`src/hw/qrsc_pkg.sv`:
```
// Package: constants, types and register map of the quasi-resonant switch control block
package qrsc_pkg;

	// Clock and time base
	localparam int unsigned CLK_PERIOD_NS           = 25;
	localparam int unsigned MIN_SWITCH_FREQ_HZ      = 20000;
	localparam int unsigned MAX_OFF_TIME_NS         = 1000000000 / MIN_SWITCH_FREQ_HZ;
	localparam int unsigned SHORT_RING_SUPPRESS_NS  = 2500;
	localparam int unsigned LONG_RING_SUPPRESS_NS   = 25000;
	localparam int unsigned LEAD_EDGE_BLANK_NS      = 250;
	localparam int unsigned MAX_ON_TIME_NS          = 30000;
	localparam int unsigned SEL_SOURCE_OFF_US       = 2;
	localparam int unsigned BURST_ENTRY_BLANK_MS    = 20;
	localparam int unsigned EVAL_PERIOD_MS          = 48;

	// Longest times round down, least times round up, never below one cycle
	localparam int unsigned MAX_OFF_CYC   = (MAX_OFF_TIME_NS / CLK_PERIOD_NS) < 1 ? 1
	                                        : MAX_OFF_TIME_NS / CLK_PERIOD_NS;
	localparam int unsigned RS_SHORT_CYC  = (SHORT_RING_SUPPRESS_NS + CLK_PERIOD_NS - 1) / CLK_PERIOD_NS;
	localparam int unsigned RS_LONG_CYC   = (LONG_RING_SUPPRESS_NS + CLK_PERIOD_NS - 1) / CLK_PERIOD_NS;
	localparam int unsigned LEB_CYC       = (LEAD_EDGE_BLANK_NS + CLK_PERIOD_NS - 1) / CLK_PERIOD_NS;
	localparam int unsigned MAX_ON_CYC    = (MAX_ON_TIME_NS / CLK_PERIOD_NS) < 1 ? 1
	                                        : MAX_ON_TIME_NS / CLK_PERIOD_NS;
	localparam int unsigned SEL_OFF_CYC   = (SEL_SOURCE_OFF_US * 1000 + CLK_PERIOD_NS - 1) / CLK_PERIOD_NS;
	localparam int unsigned BURST_BLANK_CYC = (BURST_ENTRY_BLANK_MS * 1000000 + CLK_PERIOD_NS - 1) / CLK_PERIOD_NS;
	localparam int unsigned EVAL_CYC      = (EVAL_PERIOD_MS * 1000000) / CLK_PERIOD_NS;

	// Valley counts
	localparam logic [3:0] CNT_MIN_LOW   = 4'h1;
	localparam logic [3:0] CNT_MIN_HIGH  = 4'h3;
	localparam logic [3:0] CNT_MAX_LOW   = 4'h8;
	localparam logic [3:0] CNT_MAX_HIGH  = 4'hA;

	// Register map
	localparam logic [11:0] REG_CTRL     = 12'h000;
	localparam logic [11:0] REG_STATUS   = 12'h004;
	localparam logic [11:0] REG_COUNTS   = 12'h008;
	localparam logic        CTRL_RESET   = 1'h1;
	localparam int unsigned CTRL_EN_BIT  = 0;

	// Analog comparator outputs, each high when its condition holds
	typedef struct packed {
		logic ref_good;          // Reference good, supply above 4 V
		logic vcc_on;            // Supply at or above turn-on threshold
		logic fb_above_sel_ref;  // Feedback above level-select reference
		logic high_line;         // Bus voltage above line reference
		logic zcd_above_rs;      // Valley pin above ringing_voltage_threshold
		logic zcd_above_ct;      // Valley pin above valley_crossing_threshold
		logic cs_over_fb;        // Scaled current sense above feedback
		logic cs_over_peak;      // Current sense above peak limit
		logic cs_over_bl_low;    // Current above burst_current_limit_low
		logic cs_over_bl_high;   // Current above burst_current_limit_high
		logic fb_above_lhc;      // Feedback above hold threshold
		logic fb_above_hlc;      // Feedback above count-down threshold
		logic fb_above_r;        // Feedback above counter reset threshold
		logic fb_below_entry1;   // Feedback below level one burst_entry_threshold
		logic fb_below_entry2;   // Feedback below level two burst_entry_threshold
		logic fb_above_bon;      // Feedback above burst_on_threshold
		logic fb_below_boff;     // Feedback at or below burst_off_threshold
		logic fb_above_exit;     // Feedback above burst_exit_threshold
	} qrsc_cmp_t;

	typedef enum logic [2:0] {
		ST_OFF      = 3'b000,
		ST_ON       = 3'b001,
		ST_SUPPRESS = 3'b010,
		ST_VALLEY   = 3'b011,
		ST_PAUSE    = 3'b100
	} qrsc_state_t;

endpackage : qrsc_pkg

```
`src/hw/qrsc_switch_ctrl.sv`:
```
// Gate timing, valley counting, up/down counter and burst control with APB registers
`timescale 1ns/100ps
`default_nettype none

module qrsc_switch_ctrl #(
	parameter int unsigned RS_SHORT_CYCLES  = qrsc_pkg::RS_SHORT_CYC,
	parameter int unsigned RS_LONG_CYCLES   = qrsc_pkg::RS_LONG_CYC,
	parameter int unsigned LEB_CYCLES       = qrsc_pkg::LEB_CYC,
	parameter int unsigned MAX_ON_CYCLES    = qrsc_pkg::MAX_ON_CYC,
	parameter int unsigned MAX_OFF_CYCLES   = qrsc_pkg::MAX_OFF_CYC,
	parameter int unsigned SEL_OFF_CYCLES   = qrsc_pkg::SEL_OFF_CYC,
	parameter int unsigned BURST_BLANK_CYCLES = qrsc_pkg::BURST_BLANK_CYC,
	parameter int unsigned EVAL_CYCLES      = qrsc_pkg::EVAL_CYC
) (
	input  wire logic              pclk,              // 40 MHz clock
	input  wire logic              presetn,           // Asynchronous reset, active low
	input  wire logic              psel,              // APB select
	input  wire logic              penable,           // APB enable
	input  wire logic              pwrite,            // APB write
	input  wire logic [11:0]       paddr,             // APB byte address
	input  wire logic [31:0]       pwdata,            // APB write data
	output logic [31:0]            prdata,            // APB read data
	output logic                   pready,            // APB ready
	output logic                   pslverr,           // APB error on unmapped address
	input  wire qrsc_pkg::qrsc_cmp_t cmp,             // Raw comparator outputs
	output logic                   gate,              // Power switch gate drive
	output logic                   fb_pullup_en,      // internal_feedback_pullup connected
	output logic                   sel_source_en,     // Level-select current source on
	output logic                   level_two,         // Burst level two selected
	output logic                   burst_active,      // In active burst mode
	output logic                   peak_limit_high    // Selects high-line peak limit
);

	localparam int unsigned CW = $bits(qrsc_pkg::qrsc_cmp_t);

	function automatic logic [3:0] cnt_min(input logic hl);
		cnt_min = hl ? qrsc_pkg::CNT_MIN_HIGH : qrsc_pkg::CNT_MIN_LOW;
	endfunction : cnt_min

	function automatic logic [3:0] cnt_max(input logic hl);
		cnt_max = hl ? qrsc_pkg::CNT_MAX_HIGH : qrsc_pkg::CNT_MAX_LOW;
	endfunction : cnt_max

	// Comparator synchronizers
	logic [CW-1:0]          sync1_q;
	logic [CW-1:0]          sync2_q;
	qrsc_pkg::qrsc_cmp_t    s;
	logic                   zcd_ct_prev_q;
	logic                   vcc_on_prev_q;

	always_ff @(posedge pclk or negedge presetn) begin
		if (!presetn) begin
			sync1_q <= '0;
			sync2_q <= '0;
		end else begin
			sync1_q <= cmp;
			sync2_q <= sync1_q;
		end
	end
	assign s = qrsc_pkg::qrsc_cmp_t'(sync2_q);

	always_ff @(posedge pclk or negedge presetn) begin
		if (!presetn) begin
			zcd_ct_prev_q <= 1'b0;
			vcc_on_prev_q <= 1'b0;
		end else begin
			zcd_ct_prev_q <= s.zcd_above_ct;
			vcc_on_prev_q <= s.vcc_on;
		end
	end

	// Registers
	logic                   ctrl_en_q;
	logic [31:0]            prdata_q;
	logic                   wr_ctrl;
	logic                   mapped;

	assign mapped  = (paddr == qrsc_pkg::REG_CTRL) || (paddr == qrsc_pkg::REG_STATUS)
	                 || (paddr == qrsc_pkg::REG_COUNTS);
	assign pready  = 1'b1;
	assign pslverr = psel && penable && !mapped;
	assign wr_ctrl = psel && penable && pwrite && (paddr == qrsc_pkg::REG_CTRL);
	assign prdata  = prdata_q;

	always_ff @(posedge pclk or negedge presetn) begin
		if (!presetn) begin
			ctrl_en_q <= qrsc_pkg::CTRL_RESET;
		end else if (wr_ctrl) begin
			ctrl_en_q <= pwdata[qrsc_pkg::CTRL_EN_BIT];
		end
	end

	// Detection latch and feedback pin configuration
	logic                   latch_q;
	logic                   level_two_q;
	logic                   sel_src_q;
	logic [7:0]             sel_cnt_q;
	logic                   dev_on;

	assign dev_on = s.vcc_on && latch_q;

	always_ff @(posedge pclk or negedge presetn) begin
		if (!presetn) begin
			latch_q     <= 1'b0;
			level_two_q <= 1'b0;
		end else if (!s.ref_good) begin
			latch_q     <= 1'b0;
		end else if (s.vcc_on && !vcc_on_prev_q && !latch_q) begin
			latch_q     <= 1'b1;
			level_two_q <= !s.fb_above_sel_ref;
		end
	end

	always_ff @(posedge pclk or negedge presetn) begin
		if (!presetn) begin
			sel_src_q <= 1'b1;
			sel_cnt_q <= '0;
		end else if (!latch_q) begin
			sel_src_q <= 1'b1;
			sel_cnt_q <= '0;
		end else if (sel_src_q) begin
			if (32'(sel_cnt_q) + 32'd1 >= SEL_OFF_CYCLES) begin
				sel_src_q <= 1'b0;
			end
			sel_cnt_q <= sel_cnt_q + 8'h01;
		end
	end
	assign sel_source_en = sel_src_q;
	assign fb_pullup_en  = !sel_src_q;
	assign level_two     = level_two_q;

	// Line- and level-dependent selections
	logic                   hl;
	logic                   hl_prev_q;
	logic [3:0]             ud_q;
	logic                   burst_q;
	logic                   paused_q;
	logic                   entry_low;
	logic                   cs_burst_lim;

	assign hl              = s.high_line;
	assign peak_limit_high = hl;
	assign entry_low       = level_two_q ? s.fb_below_entry2 : s.fb_below_entry1;
	assign cs_burst_lim    = level_two_q ? s.cs_over_bl_high : s.cs_over_bl_low;
	assign burst_active    = burst_q;

	always_ff @(posedge pclk or negedge presetn) begin
		if (!presetn) begin
			hl_prev_q <= 1'b0;
		end else begin
			hl_prev_q <= hl;
		end
	end

	// Up/down counter, evaluated once per period
	logic [21:0]            eval_cnt_q;
	logic                   seen_lhc_q;
	logic                   seen_hlc_q;
	logic                   seen_r_q;
	logic                   eval_tick;
	logic                   burst_exit;

	assign eval_tick = (32'(eval_cnt_q) + 32'd1 >= EVAL_CYCLES);

	always_ff @(posedge pclk or negedge presetn) begin
		if (!presetn) begin
			eval_cnt_q <= '0;
			seen_lhc_q <= 1'b0;
			seen_hlc_q <= 1'b0;
			seen_r_q   <= 1'b0;
		end else if (eval_tick) begin
			eval_cnt_q <= '0;
			seen_lhc_q <= 1'b0;
			seen_hlc_q <= 1'b0;
			seen_r_q   <= 1'b0;
		end else begin
			eval_cnt_q <= eval_cnt_q + 22'h000001;
			seen_lhc_q <= seen_lhc_q || s.fb_above_lhc;
			seen_hlc_q <= seen_hlc_q || s.fb_above_hlc;
			seen_r_q   <= seen_r_q || s.fb_above_r;
		end
	end

	always_ff @(posedge pclk or negedge presetn) begin
		if (!presetn) begin
			ud_q <= qrsc_pkg::CNT_MIN_LOW;
		end else if (!dev_on || hl != hl_prev_q || burst_exit) begin
			ud_q <= cnt_min(hl);
		end else if (eval_tick && !burst_q) begin
			if (seen_r_q || s.fb_above_r) begin
				ud_q <= cnt_min(hl);
			end else if (seen_hlc_q || s.fb_above_hlc) begin
				if (ud_q > cnt_min(hl)) begin
					ud_q <= ud_q - 4'h1;
				end
			end else if (!(seen_lhc_q || s.fb_above_lhc)) begin
				if (ud_q < cnt_max(hl)) begin
					ud_q <= ud_q + 4'h1;
				end
			end
		end
	end

	// Burst mode
	logic [22:0]            blank_cnt_q;
	logic                   entry_ok;

	assign entry_ok   = entry_low && (ud_q == cnt_max(hl));
	assign burst_exit = burst_q && s.fb_above_exit;

	always_ff @(posedge pclk or negedge presetn) begin
		if (!presetn) begin
			blank_cnt_q <= '0;
		end else if (burst_q || !entry_ok || !dev_on) begin
			blank_cnt_q <= '0;
		end else if (32'(blank_cnt_q) < BURST_BLANK_CYCLES) begin
			blank_cnt_q <= blank_cnt_q + 23'h000001;
		end
	end

	always_ff @(posedge pclk or negedge presetn) begin
		if (!presetn) begin
			burst_q  <= 1'b0;
			paused_q <= 1'b0;
		end else if (!dev_on || burst_exit) begin
			burst_q  <= 1'b0;
			paused_q <= 1'b0;
		end else if (!burst_q) begin
			if (entry_ok && 32'(blank_cnt_q) >= BURST_BLANK_CYCLES) begin
				burst_q  <= 1'b1;
				paused_q <= 1'b1;
			end
		end else if (paused_q) begin
			if (s.fb_above_bon) begin
				paused_q <= 1'b0;
			end
		end else if (s.fb_below_boff) begin
			paused_q <= 1'b1;
		end
	end

	// Gate state machine
	qrsc_pkg::qrsc_state_t  st_q;
	logic [15:0]            tmr_q;
	logic [15:0]            off_cnt_q;
	logic [3:0]             valley_q;
	logic [3:0]             target;
	logic                   run;
	logic                   turn_off;
	logic                   valley_edge;

	assign run         = dev_on && ctrl_en_q && !(burst_q && paused_q);
	assign target      = burst_q ? cnt_max(hl) : ud_q;
	assign valley_edge = zcd_ct_prev_q && !s.zcd_above_ct;
	// Blanking covers the feedback and burst comparisons; the peak limit stays live as a last resort
	assign turn_off    = s.cs_over_peak
	                     || (32'(tmr_q) + 32'd1 > MAX_ON_CYCLES)
	                     || (32'(tmr_q) >= LEB_CYCLES
	                         && (burst_q ? cs_burst_lim : s.cs_over_fb));

	always_ff @(posedge pclk or negedge presetn) begin
		if (!presetn) begin
			st_q      <= qrsc_pkg::ST_OFF;
			tmr_q     <= '0;
			off_cnt_q <= '0;
		end else begin
			case (st_q)
				qrsc_pkg::ST_OFF: begin
					if (run) begin
						st_q  <= qrsc_pkg::ST_ON;
						tmr_q <= '0;
					end
				end
				qrsc_pkg::ST_ON: begin
					tmr_q <= tmr_q + 16'h0001;
					if (turn_off || !run) begin
						st_q      <= run ? qrsc_pkg::ST_SUPPRESS : qrsc_pkg::ST_PAUSE;
						tmr_q     <= '0;
						off_cnt_q <= 16'h0001;
					end
				end
				qrsc_pkg::ST_SUPPRESS: begin
					tmr_q     <= tmr_q + 16'h0001;
					off_cnt_q <= off_cnt_q + 16'h0001;
					if (!run) begin
						st_q <= qrsc_pkg::ST_PAUSE;
					end else if (32'(tmr_q) + 32'd1 >= (s.zcd_above_rs ? RS_SHORT_CYCLES : RS_LONG_CYCLES)) begin
						st_q <= qrsc_pkg::ST_VALLEY;
					end
				end
				qrsc_pkg::ST_VALLEY: begin
					off_cnt_q <= off_cnt_q + 16'h0001;
					if (!run) begin
						st_q <= qrsc_pkg::ST_PAUSE;
					end else if (valley_q == target || 32'(off_cnt_q) >= MAX_OFF_CYCLES) begin
						st_q  <= qrsc_pkg::ST_ON;
						tmr_q <= '0;
					end
				end
				qrsc_pkg::ST_PAUSE: begin
					if (run) begin
						st_q  <= qrsc_pkg::ST_ON;
						tmr_q <= '0;
					end
				end
				default: begin
					st_q <= qrsc_pkg::ST_OFF;
				end
			endcase
		end
	end

	assign gate = (st_q == qrsc_pkg::ST_ON);

	// Valley counter
	always_ff @(posedge pclk or negedge presetn) begin
		if (!presetn) begin
			valley_q <= '0;
		end else if (st_q == qrsc_pkg::ST_ON) begin
			valley_q <= '0;
		end else if (valley_edge && valley_q != 4'hF) begin
			valley_q <= valley_q + 4'h1;
		end
	end

	// Read data is latched in the setup phase, so every access completes without wait states
	always_ff @(posedge pclk or negedge presetn) begin
		if (!presetn) begin
			prdata_q <= '0;
		end else if (psel && !penable) begin
			case (paddr)
				qrsc_pkg::REG_CTRL:   prdata_q <= {31'h0, ctrl_en_q};
				qrsc_pkg::REG_STATUS: prdata_q <= {22'h0, st_q, hl, level_two_q, latch_q,
				                                   paused_q, burst_q, gate, sel_src_q};
				qrsc_pkg::REG_COUNTS: prdata_q <= {24'h0, valley_q, ud_q};
				default:              prdata_q <= '0;
			endcase
		end
	end

endmodule : qrsc_switch_ctrl

`default_nettype wire

```
`config.mk`:
```
export PLATFORM = sky130hd
export DESIGN_NAME = qrsc_switch_ctrl
export DESIGN_NICKNAME = d
export VERILOG_FILES = /design/src/hw/qrsc_pkg.sv /design/src/hw/qrsc_switch_ctrl.sv
export SDC_FILE = /design/constraint.sdc
export NUM_CORES = 1
export LEC_CHECK = 0
export BUFFER_PORTS_ARGS = -buffer_cell sky130_fd_sc_hd__buf_2
export CELL_PAD_IN_SITES_DETAIL_PLACEMENT = 1
export CELL_PAD_IN_SITES_GLOBAL_PLACEMENT = 2
export CORE_AREA = 2 2 176 144
export CTS_BUF_LIST = sky130_fd_sc_hd__clkbuf_8
export DETAILED_ROUTE_END_ITERATION = 16
export DIE_AREA = 0 0 178 146
export PLACE_DENSITY = 0.8
export SLEW_MARGIN = 20
export SYNTH_ARGS = -nofsm -noshare
export SYNTH_HDL_FRONTEND = slang
export SYNTH_SLANG_ARGS = --single-unit
```
`constraint.sdc`:
```
create_clock -name pclk -period 2.6 [get_ports pclk]
set_input_delay 0.52 -clock pclk [delete_from_list [all_inputs] [get_ports pclk]]
set_output_delay 0.52 -clock pclk [all_outputs]
set_load 0.01 [all_outputs]
```
==> flow_summary.yaml <==
drt:
  drcViolationCount: 0
  vias_per_cell: 5.09
  dr_wl_met2_um: 10200
  routed_wl_um: 22700
  top_layer_used: "met4"
  drtPass1Iterations: 4
  routedWlPerCell_um: 17.1
  drtIter0Drc: 381
  postRouteAntennaNets: 0
  vias: 6765
  wl_met3_um: 895
  wl_met1_um: 11400
logic_synthesis:
  synthFlopType: "dfrtp_1"
  ys_seq_elements: 154
  async_flop_share_pct: 100
  ys_warn_count: 0
  synth_cells: 848
  synth_edf_count: 0
  avgSynthCellArea_um2: 9.85
  yosysSeqAreaShare_pct: 46.2
  yosysUniqueCellTypes: 84
  synth_area_mm2: 0.00836
power_and_ir_drop:
  pwr-share-clk_pct: 29.6
  ir_worst_vdd_mv: 0.356
  p_seq_share_pct: 42.3
  pwr_density_cell_mw_per_mm2: 597
  intPower_mw: 4.08
  power.switching_mw: 2.23
  p_leak_nw: 4.75
  pwr-share-comb_pct: 28.1
  switching_share_pct: 35.4
layout:
  diodes: 0
  design_area_mm2: 0.0106
  nNetsFinal: 1086
  area_delta_synth_final_pct: 26.5
  drive_gt1_share_pct: 28.2
  fillers: 2671
worst_setup_path:
  critPathKind: "reg2reg"
  cp-start-kind: "flip-flop"
  critPathRequiredTime_ns: 3.01
  cp-end-kind: "flip-flop"
  path_max_fanout: 4
  arrival_ns: 3.09
job:
  drv_cap: 0
outcome:
  failed_checks: "setup timing"
  status: "complete, but fails checks"
floorplanning:
  die_area_mm2: 0.0260
  coreArea_mm2: 0.0241
  fp.dieW_um: 178
  num_rows: 51
  io_pins: 107
  start_util_pct: 34.7
  die_h_um: 146
place:
  io_buffer_count: 52
  dp_worst_setup_slack_ns: -0.168
  dpl_cell_area_mm2: 0.00956
  gp_congestion: 0.840
  dp_hpwl_um: 16000
timing:
  timing.final.crit_period_ns: 2.67
  fin_skew_ns: 0.0225
  grt_setup_unrepaired: "yes"
  worst_slew_pin_slew_ns: 0.717
  fmax_mhz: 374
  slew_violations: 0
  hold_viol: 0
  whs_ns: 0.0177
  timing.final.crit_share_pct: 103
  relSlewSlack_pct: 51.9
  fin_ws_ns: -0.0727
  finalSetupViolations: 12
global_route:
  grt_pass1_vias: 6819
  grt_max_degree: 63
  grt_pass1_wl_um: 36800
  antenna_found_initial: 0
  overflow: 0
  track_usage_pct: 17.9
clock_network:
  cts.sinks: 154
  cts-htree-levels: 4
  cts_buffer_depth: 2
  tritoncts: "yes"
  clock_latency_ns: 0.47
  cts_buffers: 17
  root_buffer: "clkbuf_8"
  clk_pin_slew_ns: 0.10
worst_hold_path:
  hold_path_class: "in2async"
critical path, stage by stage (launching register included):
cell and delay (ns):
dfrtp_1 0.43, ha_4 0.18, and3_4 0.20, buf_6 0.12, nand4_1 0.13, a211o_1 0.33, a211oi_4 0.30, buf_4 0.17
o2111ai_4 0.20, buf_12 0.21, a221oi_4 0.24, a21o_1 0.12
cells in the mapped netlist (8+ instances only):
library cell	instances	area (um^2)
a21o_1	8	60.1
a21oi_1	32	160
a22o_1	8	70.1
and2_1	16	100
and3_1	21	131
buf_2	10	50.1
buf_4	25	188
clkbuf_1	26	97.6
dfrtp_1	151	3780
ha_1	20	250
inv_1	30	113
mux2i_1	23	230
nand2_1	63	236
nand2b_1	9	56.3
nand3_1	34	170
nand4_1	19	119
nor2_1	82	308
nor2b_1	8	50.1
nor3_1	15	75.1
nor4_1	9	56.3
o21ai_0	36	180
o21bai_1	13	97.6
xnor2_1	29	254
xor2_1	27	236
repair_timing:
item	CTS	global route
resized for setup	39	59
cloned	0	1
buffers inserted	13	11
pin swaps	35	27
hold buffers	0	0
setup endpoints to repair	29	62
sequential cells by signal, summed over array words and instances (netlist names), 3 cells and up:
register     flops
prdata          10
ud_q             4
sel_cnt_q        8
blank_cnt_q     23
sync1_q         18
eval_cnt_q      22
valley_q         4
off_cnt_q       16
s               18
st_q             3
tmr_q           16
path summary, 6_finish.rpt:
path,from,to,cells past startpoint,slack (ns)
max in group asynchronous,presetn,sel_source_en,2,1.82
min,presetn,blank_cnt_q[1],1,0.02
min reg2reg,sync1_q[10],s[10],0,0.36
min in group pclk,cmp[16],sync1_q[16],1,0.15
max,tmr_q[0],tmr_q[8],11,-0.07
max reg2reg,tmr_q[0],tmr_q[8],11,-0.07
per-stage QoR:
step	TNS [ns]	power (mW)	utilization [%]	instances
final	-0.337	6.31	43.9	1329
after global routing	-2.99	6.69	43.9	1329
after CTS	-0.492	6.20	42.5	1319
after detailed placement	-1.59	4.18	39.8	1275
after global placement	-0.902	4.13	39.8	1275
after floorplan	-0.0852	3.59	-	870
kinds of logic after synthesis:
logic type,Yosys count,share of synthesized area [%]
AND/OR/NAND/NOR,313,19.3
flip-flops,154,46.2
multiplexers,26,3.16
XOR/XNOR,56,5.87
AO/OA/AOI/OAI,179,16.4
buffers and inverters,97,5.76
adder cells (fa/ha/maj),21,3.23
other,2,0.0899
cells in the final DEF (no fill, tap or decap), drive strengths merged, types with 6 or more instances in the layout:
master / count
o21ai: 36
nand2: 63
o21bai: 13
a221o: 6
nor2: 82
inv: 41
a21o: 8
and2: 16
xor2: 27
ha: 20
buf: 174
xnor2: 29
mux2i: 23
a31oi: 7
conb: 24
nand3: 35
a21oi: 34
o2111ai: 6
nand4: 21
nand2b: 9
and3: 21
a22o: 8
dfrtp: 151
a22oi: 7
clkbuf: 18
nor2b: 8
nor3: 17
nor4: 11
or3: 7
cell type report:
type | count | area (um^2) | share of cell area [%]
tap | 318 | 398 | 3.76
timing repair buffer | 175 | 1330 | 12.6
clock buffer | 17 | 234 | 2.21
sequential | 154 | 3860 | 36.5
clock inverter | 15 | 156 | 1.48
inverter | 31 | 116 | 1.10
multi-input combinational | 619 | 4480 | 42.4
power by group through the flow:
stage | clock [mW] | combinational, mW | sequential, mW
detailed placement | 0 | 1.46 | 2.71
finish | 1.87 | 1.77 | 2.67
CTS | 1.94 | 1.60 | 2.67
global route | 2.05 | 1.95 | 2.69
global placement | 0 | 1.42 | 2.71
floorplan | 0 | 0.877 | 2.71
routing by layer:
| metal | track usage (%) | vias up |
|---|---|---|
| li1 | - | 3266 |
| met1 | 26.8 | 3373 |
| met2 | 26.5 | 111 |
| met3 | 3.16 | 15 |
| met4 | 4.30 | 0 |
| met5 | 0 | - |
Power figures use the tool's default switching activity.
